==> src/inc/ncsi_pkg.sv <==
/*
 * Shared definitions of the command/status interface: register word
 * indices, status field layout, key values, exit codes, reset values
 * and the packed carriers that join the interface to its engine.
 * Assumes one clock domain and a word-addressed Avalon-MM slave port.
 */

`default_nettype none

package ncsi_pkg;

    // ----------------------------------------------------------------
    // Register map (word index on the Avalon address)
    // ----------------------------------------------------------------
    localparam logic [1:0] NCSI_IDX_CPU_DATA = 2'h0;
    localparam logic [1:0] NCSI_IDX_DMA_DATA = 2'h1;
    localparam logic [1:0] NCSI_IDX_STATUS = 2'h2;

    // ----------------------------------------------------------------
    // Status register layout and reset values
    // ----------------------------------------------------------------
    localparam int NCSI_SR_READY_BIT = 0;
    localparam int NCSI_SR_IDLE_BIT = 1;
    localparam int NCSI_SR_CODE_LSB = 2;
    localparam logic NCSI_IDLE_RST = 1'b1;
    localparam logic [5:0] NCSI_CODE_RST = 6'h00;
    localparam logic NCSI_WAITREQ_RST = 1'b1;

    // ----------------------------------------------------------------
    // Command keys and exit codes
    // ----------------------------------------------------------------
    localparam logic [7:0] NCSI_KEY1 = 8'hB6;
    localparam logic [7:0] NCSI_KEY2_BASE = 8'hD3;
    localparam logic [5:0] NCSI_CODE_OK = 6'h00;
    localparam logic [5:0] NCSI_CODE_BAD_KEY = 6'h02;

    // ----------------------------------------------------------------
    // Response buffer shape
    // ----------------------------------------------------------------
    localparam int NCSI_RSP_DEPTH = 2;
    localparam int NCSI_BYTE_W = 8;

    // ----------------------------------------------------------------
    // Types
    // ----------------------------------------------------------------
    typedef enum logic [1:0] {
        NCSI_S_IDLE,
        NCSI_S_KEY2,
        NCSI_S_CODE,
        NCSI_S_BODY
    } ncsi_state_t;

    typedef enum logic {
        NCSI_PORT_CPU,
        NCSI_PORT_DMA
    } ncsi_port_t;

    // Avalon-MM request from the master
    typedef struct packed {
        logic read;
        logic write;
        logic [1:0] address;
        logic [31:0] writedata;
        logic [3:0] byteenable;
    } ncsi_avm_req_t;

    // Byte forwarded to the engine; is_code marks the command code
    typedef struct packed {
        logic valid;
        logic is_code;
        logic [7:0] data;
    } ncsi_eng_req_t;

    // Response byte from the engine
    typedef struct packed {
        logic valid;
        logic [7:0] data;
    } ncsi_eng_rsp_t;

    // End of command with its exit code
    typedef struct packed {
        logic done;
        logic [5:0] code;
    } ncsi_eng_done_t;

endpackage : ncsi_pkg

`default_nettype wire

==> src/design/ncsi_cmd_if.sv <==
/*
 * Command/status register interface of the nonvolatile memory
 * programming controller: two byte-wide command data ports (processor
 * and DMA) and a status register on an Avalon-MM slave, a key checker
 * and a byte forwarder to the command engine, and a two-entry response
 * buffer. Assumes the engine answers with response bytes and one done
 * pulse per command, all on core_clk.
 */
// Overview of operation
// - Two 8-bit data ports, processor and DMA, take commands as byte writes.
// - Response bytes are read only from the port that sent the command.
// - An 8-bit status register shows idle, data ready and exit code.
// - Idle clears as soon as first key byte 0xB6 is written.
// - Idle sets again when a command finishes or an error is found.
// - While busy, command bytes to either port start nothing new.
// - Every command starts with key byte 0xB6, checked by the device.
// - Second key equals 0xD3 plus command code, low eight bits kept.
// - Keys, then command code, then parameter bytes, then data bytes.
// - Status bit 0 is set while a response byte waits to be read.
// - Exit code sits in bits 7:2; 0x00 success, 0x02 bad key.
// - A bad second key returns idle to one and drops the command.

`timescale 1ns/1ns
`default_nettype none

module ncsi_cmd_if (
    // Clock and reset
    input wire logic core_clk,
    input wire logic resetn,
    // Avalon-MM slave
    input wire ncsi_pkg::ncsi_avm_req_t avm_req,
    output logic [31:0] avm_readdata,
    output logic avm_waitrequest,
    // Command engine side
    output ncsi_pkg::ncsi_eng_req_t eng_req,
    input wire ncsi_pkg::ncsi_eng_rsp_t eng_rsp,
    output logic eng_rsp_ready,
    input wire ncsi_pkg::ncsi_eng_done_t eng_done
);
    import ncsi_pkg::*;

    // ----------------------------------------------------------------
    // State
    // ----------------------------------------------------------------
    typedef struct packed {
        ncsi_state_t fsm;
        ncsi_port_t owner;
        logic [7:0] key2;
        logic idle;
        logic [5:0] code;
        logic waitreq;
        logic [31:0] rdata;
        ncsi_eng_req_t eng;
    } ncsi_cmd_st_t;

    localparam ncsi_cmd_st_t ST_RST = '{
        fsm: NCSI_S_IDLE,
        owner: NCSI_PORT_CPU,
        key2: 8'h00,
        idle: NCSI_IDLE_RST,
        code: NCSI_CODE_RST,
        waitreq: NCSI_WAITREQ_RST,
        rdata: 32'h0000_0000,
        eng: '0
    };

    ncsi_cmd_st_t st_r;
    ncsi_cmd_st_t st_nxt;

    logic req;
    logic commit;
    logic is_data;
    ncsi_port_t port;
    logic own_port;
    logic wr_byte;
    logic own_wr;
    logic [7:0] wbyte;
    logic [7:0] key2_expect;
    logic [7:0] status;
    logic buf_valid;
    logic [7:0] buf_data;
    logic buf_pop;
    logic buf_flush;

    // ----------------------------------------------------------------
    // Bus decode
    // ----------------------------------------------------------------

    // Request is taken at the edge where waitrequest is seen low
    assign req = avm_req.read || avm_req.write;
    assign commit = req && !st_r.waitreq;
    assign is_data = (avm_req.address == NCSI_IDX_CPU_DATA) ||
                     (avm_req.address == NCSI_IDX_DMA_DATA);
    assign port = (avm_req.address == NCSI_IDX_DMA_DATA) ? NCSI_PORT_DMA : NCSI_PORT_CPU;
    assign own_port = is_data && (port == st_r.owner);
    assign wbyte = avm_req.writedata[7:0];
    // Only the low byte lane carries a command byte
    assign wr_byte = commit && avm_req.write && avm_req.byteenable[0] && is_data;
    assign own_wr = wr_byte && (port == st_r.owner);
    assign key2_expect = 8'(wbyte + NCSI_KEY2_BASE);

    // Status image: code, idle, data ready
    always_comb begin
        status = 8'h00;
        status[NCSI_SR_READY_BIT] = buf_valid;
        status[NCSI_SR_IDLE_BIT] = st_r.idle;
        status[7:NCSI_SR_CODE_LSB] = st_r.code;
    end

    // Read of the owner port consumes one response byte
    assign buf_pop = commit && avm_req.read && own_port && buf_valid;
    assign buf_flush = st_r.idle && wr_byte && (wbyte == NCSI_KEY1);

    // ----------------------------------------------------------------
    // Next state
    // ----------------------------------------------------------------

    // Bus answer, key checking and byte forwarding
    always_comb begin
        st_nxt = st_r;
        st_nxt.eng = '0;
        // One wait cycle, then answer; read data prepared meanwhile
        if (req && st_r.waitreq) begin
            st_nxt.waitreq = 1'b0;
            st_nxt.rdata = 32'h0000_0000;
            if (avm_req.address == NCSI_IDX_STATUS) begin
                st_nxt.rdata = {24'h00_0000, status};
            end else if (own_port && buf_valid) begin
                st_nxt.rdata = {24'h00_0000, buf_data};
            end
        end
        if (commit) begin
            st_nxt.waitreq = 1'b1;
        end
        unique case (st_r.fsm)
            NCSI_S_IDLE: begin
                // Only a first key starts a command; anything else is dropped
                if (wr_byte && (wbyte == NCSI_KEY1)) begin
                    st_nxt.fsm = NCSI_S_KEY2;
                    st_nxt.idle = 1'b0;
                    st_nxt.owner = port;
                end
            end
            NCSI_S_KEY2: begin
                if (own_wr) begin
                    st_nxt.key2 = wbyte;
                    st_nxt.fsm = NCSI_S_CODE;
                end
            end
            NCSI_S_CODE: begin
                if (own_wr) begin
                    if (key2_expect == st_r.key2) begin
                        st_nxt.eng = '{valid: 1'b1, is_code: 1'b1, data: wbyte};
                        st_nxt.fsm = NCSI_S_BODY;
                    end else begin
                        st_nxt.code = NCSI_CODE_BAD_KEY;
                        st_nxt.idle = 1'b1;
                        st_nxt.fsm = NCSI_S_IDLE;
                    end
                end
            end
            NCSI_S_BODY: begin
                // Parameter and data bytes pass on in arrival order
                if (own_wr) begin
                    st_nxt.eng = '{valid: 1'b1, is_code: 1'b0, data: wbyte};
                end
                if (eng_done.done) begin
                    st_nxt.code = eng_done.code;
                    st_nxt.idle = 1'b1;
                    st_nxt.fsm = NCSI_S_IDLE;
                end
            end
        endcase
    end

    // State register
    always_ff @(posedge core_clk) begin
        if (!resetn) begin
            st_r <= ST_RST;
        end else begin
            st_r <= st_nxt;
        end
    end

    // ----------------------------------------------------------------
    // Response buffer
    // ----------------------------------------------------------------

    // A stall by the reader holds the engine through eng_rsp_ready
    ncsi_rsp_buf #(
        .W(NCSI_BYTE_W),
        .DEPTH(NCSI_RSP_DEPTH)
    ) u_rsp_buf (
        .core_clk(core_clk),
        .resetn(resetn),
        .flush(buf_flush),
        .in_valid(eng_rsp.valid),
        .in_data(eng_rsp.data),
        .in_ready(eng_rsp_ready),
        .out_valid(buf_valid),
        .out_data(buf_data),
        .out_ready(buf_pop)
    );

    // Outputs from the state register
    assign avm_readdata = st_r.rdata;
    assign avm_waitrequest = st_r.waitreq;
    assign eng_req = st_r.eng;
endmodule : ncsi_cmd_if

`default_nettype wire

==> src/design/ncsi_rsp_buf.sv <==
/*
 * Small flip-flop FIFO with valid/ready on both sides and a flush.
 * Assumes the drain side may stall at will; in_ready is registered.
 */

`timescale 1ns/1ns
`default_nettype none

module ncsi_rsp_buf #(
    parameter int W = 8,
    parameter int DEPTH = 2
) (
    // Clock and reset
    input wire logic core_clk,
    input wire logic resetn,
    // Control
    input wire logic flush,
    // Fill side
    input wire logic in_valid,
    input wire logic [W-1:0] in_data,
    output logic in_ready,
    // Drain side
    output logic out_valid,
    output logic [W-1:0] out_data,
    input wire logic out_ready
);
    import ncsi_pkg::*;

    localparam int PW = (DEPTH > 1) ? $clog2(DEPTH) : 1;
    localparam int CW = $clog2(DEPTH + 1);
    localparam logic [PW-1:0] LAST = PW'(DEPTH - 1);
    localparam logic [CW-1:0] FULL = CW'(DEPTH);

    typedef struct packed {
        logic [DEPTH-1:0][W-1:0] mem;
        logic [PW-1:0] rd;
        logic [PW-1:0] wr;
        logic [CW-1:0] cnt;
        logic in_ready;
    } ncsi_buf_st_t;

    ncsi_buf_st_t st_r;
    ncsi_buf_st_t st_nxt;
    logic push;
    logic pop;

    // Handshakes on both sides
    assign push = in_valid && st_r.in_ready;
    assign pop = out_ready && (st_r.cnt != '0);
    assign in_ready = st_r.in_ready;
    assign out_valid = (st_r.cnt != '0);
    assign out_data = st_r.mem[st_r.rd];

    // Next state: write per entry, move pointers, track fill level
    always_comb begin
        st_nxt = st_r;
        for (int i = 0; i < DEPTH; i++) begin
            if (push && (st_r.wr == PW'(i))) begin
                st_nxt.mem[i] = in_data;
            end
        end
        if (push) begin
            st_nxt.wr = (st_r.wr == LAST) ? '0 : PW'(st_r.wr + 1'b1);
        end
        if (pop) begin
            st_nxt.rd = (st_r.rd == LAST) ? '0 : PW'(st_r.rd + 1'b1);
        end
        st_nxt.cnt = CW'(st_r.cnt + CW'(push) - CW'(pop));
        if (flush) begin
            st_nxt.rd = '0;
            st_nxt.wr = '0;
            st_nxt.cnt = '0;
        end
        st_nxt.in_ready = (st_nxt.cnt != FULL);
    end

    // State register
    always_ff @(posedge core_clk) begin
        if (!resetn) begin
            st_r <= '{mem: '0, rd: '0, wr: '0, cnt: '0, in_ready: 1'b1};
        end else begin
            st_r <= st_nxt;
        end
    end

endmodule : ncsi_rsp_buf

`default_nettype wire

==> config.mk <==
export PLATFORM = sky130hd
export DESIGN_NAME = ncsi_cmd_if
export DESIGN_NICKNAME = d
export VERILOG_FILES = /design/src/inc/ncsi_pkg.sv /design/src/design/ncsi_cmd_if.sv /design/src/design/ncsi_rsp_buf.sv
export SDC_FILE = /design/constraint.sdc
export NUM_CORES = 1
export LEC_CHECK = 0
export BUFFER_PORTS_ARGS = -buffer_cell sky130_fd_sc_hd__buf_2
export CAP_MARGIN = 20
export CELL_PAD_IN_SITES_DETAIL_PLACEMENT = 0
export CELL_PAD_IN_SITES_GLOBAL_PLACEMENT = 1
export CORE_AREA = 2 2 90 92
export CTS_CLUSTER_SIZE = 14
export DETAILED_ROUTE_END_ITERATION = 8
export DIE_AREA = 0 0 92 94
export PLACE_DENSITY_LB_ADDON = 0.1
export SLEW_MARGIN = 20
export SYNTH_ARGS = -nofsm -noshare
export SYNTH_HDL_FRONTEND = slang
export SYNTH_SLANG_ARGS = --single-unit
==> constraint.sdc <==
create_clock -name core_clk -period 3.7 [get_ports core_clk]
set_input_delay 0.74 -clock core_clk [delete_from_list [all_inputs] [get_ports core_clk]]
set_output_delay 0.74 -clock core_clk [all_outputs]
set_load 0.01 [all_outputs]
# Word level (Yosys, flattened, before mapping)
# Index checks and enable logic that the tools add are counted.
totals:
  ff_bits: 82
op_classes:
  n_addsub: 5
  n_lt_le_gt_ge: 1
  eq_ne: 14
  muxes: 24
  bitwise_logic: 2
  n_reduce_logical: 33
op_table:
  columns: ["op", "n"]
  rows:
  - ["$mux 8", 4]
  - ["$mux 10", 3]
  - ["$mux 7", 3]
  - ["$pmux 10 s2", 1]
  - ["$logic_and 1x1->1", 18]
  - ["$ne 2x2->1 const B", 6]
  - ["$pmux 6 s2", 1]
  - ["$mux 2", 5]
  - ["$add 8x8->8 const B", 1]
  - ["$eq 8x8->1", 1]
  - ["$eq 8x8->1 const B", 1]
  - ["$pmux 2 s4", 1]
  - ["$reduce_and 4->1", 2]
  - ["$eq 2x2->1 const B", 3]
  - ["$reduce_and 5->1", 1]
  - ["$eq 2x1->1 const B", 2]
  - ["$logic_not 2->1", 2]
  - ["$mux 1", 4]
  - ["$reduce_and 2->1", 2]
  - ["$reduce_bool 2->1", 2]
  - ["$reduce_or 2->1", 2]
  - ["$mux 3", 1]
  - ["$pmux 1 s3", 1]
  - ["$reduce_bool 3->1", 1]
  - ["other kinds (8)", 11]

# Longest topological paths before layout
logic_depth:
  word_depth: 10
  depth_mapped: 10
  depth_no_buf: 9

# Hierarchy
# Synthesis repeated with hierarchy kept, for this count alone.
hier_totals:
  cells_unflattened: 333
  hier_area_um2: 3062.9
modules_own_cells:
  columns: ["module", "instances", "cells_each", "area_per_inst_um2"]
  rows:
  - ["ncsi_cmd_if", 1, 240, 2122.0]
  - ["ncsi_rsp_buf", 1, 93, 940.9]

# Least setup slack after synthesis
# No wires, ideal clock.
synth_timing:
  path_type: "input to register"
  from: "input port avm_req[36] (netlist bit)"
  to: "register u_rsp_buf.st_r (netlist bit u_rsp_buf.in_ready)"
  setup_ps: 127
  arrival_ps: 2629
  t_required_ps: 3573
  setup_slack_ps: 944
  path_stages: 10
  path_cell_list: "xor2_1 > or3_1 > clkbuf_1 > nor3b_2 > ha_1 > inv_1 > ha_1 > xor2_1 > xnor2_1 > or3_1"
synth_via:
  elab_chain_cells: 10
  elab_cells_between_ends: 15
synth_rtl:
  columns: ["item", "line_no", "source"]
  rows:
  - ["start: declaration", "ncsi_cmd_if.sv:31", "input wire ncsi_pkg::ncsi_avm_req_t avm_req,"]
  - ["$eq 2x1->1", "ncsi_cmd_if.sv:93, ncsi_cmd_if.sv:94", null]
  - ["$mux 1", "ncsi_cmd_if.sv:94", "assign port = (avm_req.address == NCSI_IDX_DMA_DATA) ? NCSI_PORT_DMA : NCSI_PORT_CPU;"]
  - ["$eq 1x1->1", "ncsi_cmd_if.sv:95", "assign own_port = is_data && (port == st_r.owner);"]
  - ["$logic_and 1x1->1 *", "ncsi_cmd_if.sv:95", null]
  - ["$logic_and 1x1->1 * (2 in a row)", "ncsi_cmd_if.sv:111", "assign buf_pop = commit && avm_req.read && own_port && buf_valid;"]
  - ["$logic_and 1x1->1 *", "ncsi_rsp_buf.sv:49", "assign pop = out_ready && (st_r.cnt != '0);"]
  - ["net u_rsp_buf.pop", "ncsi_rsp_buf.sv:45", "logic pop;"]
  - ["$sub 2x1->2 *", "ncsi_rsp_buf.sv:68", "st_nxt.cnt = CW'(st_r.cnt + CW'(push) - CW'(pop));"]
  - ["$mux 2 *", "ncsi_rsp_buf.sv:69", "if (flush) begin"]
  - ["$ne 2x2->1 *", "ncsi_rsp_buf.sv:74", "st_nxt.in_ready = (st_nxt.cnt != FULL);"]
  - ["end signal: assignment", "ncsi_rsp_buf.sv:80", "st_r <= '{mem: '0, rd: '0, wr: '0, cnt: '0, in_ready: 1'b1};"]
  - ["end signal: assignment", "ncsi_rsp_buf.sv:82", "st_r <= st_nxt;"]
  - ["end: declaration", "ncsi_rsp_buf.sv:42", "ncsi_buf_st_t st_r;"]
# Mark *: on every way through the listed nets, which the timed path passes. The rest lies on a longest branch.
# A chain may end at the register's enable or synchronous reset.

# Worst setup path in the final report
# Same ends and word-level chain as after synthesis.

==> run metrics <==
status completed; area grow syn2layout 11.28%; Initial Util 38.49%; dpl cells ~450; largest cells by area after synthesis dfxtp_1 (40%), buf_4 (11%), mux2i_1 (8.2%), nand2_1 (5.0%), nor2b_1 (4.3%); main flop type after synthesis dfxtp_1; IO Pins 102; height of the die 94 microns; worst slew pin tran slightly above 0.7 ns; largest net degree at the start of global routing 43; Final period util 75.48%; Total Routing Usage GR around 15%; Root Buffer clkbuf_8; Die Width 92 microns; min-delay src u_rsp_buf.st_r[6]; Post-DP Area 0.003024 sq mm; insertion delay to the later sink of the worst-skew pair approximately 0.33 ns; Required @ worst endpoint 3.90 ns; max_slew headroom 51.74%; mean routed wirelength per cell roughly 13 microns; ys async rst share 0%; cts hold-fix bufs 0; core area about 0.0076 sq mm; Max Slew Vio Count 0; first-pass detailed-route iteration total 4; Die ar. 0.008648 sq mm; GPL Wtd Cong 0.7572; Antenna Diode Count 0; Register-to-Register Path Depth 9; Startpoint Class input pin; Ys Warns 0; Yosys cell types 40; top cell type's share of synthesized area 39.66%; fin area 0.003258 sq mm; number of global-route vias before repair 1884; VDD IR-drop max between 0.2 and 0.25 mV; area leader, netlist dfxtp_1; Fin Clk Skew 0.007279 ns; antenna viol nets, final 0; ratio of cells with drive above 1 in the final layout a little under 20%; Final nets 416; global-route wire length before repair about 10000 microns; Worst Path Max Fanout 9; total gr overflow 0; CTS Buf Count 9; initial antenna violation count 0; reg-to-reg startpoint st_r[58]; Post-Route Utilization 42.83%; Post-synth EDFFs 0; Clk pin slew, worst setup/hold paths 0.06 ns; WP data arrival 3.00 ns; Pwr Total 1530 uW; via count ~2100; Max-cap violations 0; fillers 808; DRC Markers 0; post-layout min period about 2.8 ns; TritonCTS clock tree built; post-DP HPWL roughly 4200 microns; WHS Path Cells 2; Final Setup Violations 0; Syn Std Cell Area between 0.002 and 0.003 sq mm; cells after synthesis 325; syn avg cell area 9.009 sq um; synthesis-stage register bit count 58; clk sink count 58; crit path kind in -> reg; RSZ-0062 raised after global routing false; Max clock buf depth 2; PwrDens between 400 and 500 mW/mm^2; Setup Buffers After CTS 0; setup TNS 0 ns; final WL around 5900 microns; Finished Layout Cells 461; sequential area share after synthesis 39.66%; Resize count post-CTS 0; CP Capture Type flop; Hold Violations, Final 0; number of port buffers 50; H-Tree Level Count 3; num rows 32; Fmax 358.0 MHz; CP Launch Point avm_req[36]; P_leak 0.001491 uW; Via-to-Cell Ratio 4.503; Hold WC Path Type reg -> reg; First DRT Iteration DRCs 61
[worst max-delay path, stage by stage]
cell and delay [ns]:
buf_2 0.12, xor2_1 0.16, or3_1 0.53, nor3b_2 0.37, ha_1 0.28, inv_1 0.05
ha_1 0.14, xor2_1 0.17, xnor2_1 0.09, or3_1 0.33
[flip-flops by register name (all words and copies together), names as in the netlist]
signal	cells
u_rsp_buf.in_ready	1
avm_waitrequest	1
avm_readdata	8
st_r	18
u_rsp_buf.st_r	20
eng_req	10
[path summary, 6_finish.rpt]
check                  endpoint  slack [ns]
min reg2reg   u_rsp_buf.st_r[6]        0.46
max reg2reg  u_rsp_buf.in_ready        1.10
min           u_rsp_buf.st_r[6]        0.46
max          u_rsp_buf.in_ready        0.91
[cell families after synthesis]
group	after synthesis	share of synthesized area, %
and+or+nand+nor	108	19.66
xor gates and xnor gates	14	4.188
AOI/OAI and AO/OA	52	12.61
adders and majority gates	4	1.709
DFF	58	39.66
muxes	24	8.205
buffers and inverters	64	13.85
other	1	0.1281
[area by class of cell]
| class | instances | area, sq um | area share (%) |
|---|---|---|---|
| Multi-Input combinational cell | 226 | 1448 | 44.43 |
| Sequential cell | 58 | 1161 | 35.64 |
| Timing Repair Buffer | 51 | 257.7 | 7.911 |
| Clock buffer | 11 | 131.4 | 4.032 |
| Tap cell | 102 | 127.6 | 3.917 |
| Clock inverter | 5 | 102.6 | 3.149 |
| Inverter | 8 | 30.03 | 0.9217 |
[cells in the mapped netlist (all sizes together), types with 2 or more instances]
library cell / number
o211a: 9
nor2: 12
nor3: 3
xnor2: 7
o21a: 2
mux2i: 24
nand3: 6
a21boi: 9
a21oi: 11
buf: 45
nand2b: 2
o211ai: 9
nand2: 39
or3: 4
nand3b: 4
ha: 4
clkbuf: 11
o21ai: 8
xor2: 7
and2: 9
inv: 8
dfxtp: 58
nand4b: 2
nor2b: 20
[routing by layer]
layer / vias to the layer above / wire [microns] / GRT usage, %
met4: 0 / 45 / 5.597
li1: 1091 / - / -
met5: - / 0 / 0
met2: 55 / 2342 / 19.85
met3: 7 / 283 / 3.852
met1: 923 / 3251 / 21.80
[power breakdown]
part	internal [uW]	total, uW	switching, uW	leakage, uW
registers	650	665	15.6	0.000471
clock network	447	703	257	0.000114
logic	65.3	162	96.3	0.000906
total	1160	1530	368	0.00149
[layout by cell type, fill, tap and decap left out, drive strengths merged, types with 11 or more instances in the layout]
master | netlist | layout
a21oi | 11 | 11
buf | 45 | 51
clkbuf | 11 | 11
conb | 1 | 24
dfxtp | 58 | 58
mux2i | 24 | 24
nand2 | 39 | 39
nor2 | 12 | 12
nor2b | 20 | 20
[metrics by stage]
stage / hold WS, ns / setup WS (ns)
detailed placement: 0.4493 / 0.5508
global placement: 0.4420 / 0.5439
finish: 0.4564 / 0.9071
floorplan: 0.4344 / 0.9441
CTS: 0.4584 / 0.8934
global route: 0.4814 / 0.7588
(Power assumes the default switching activity.)
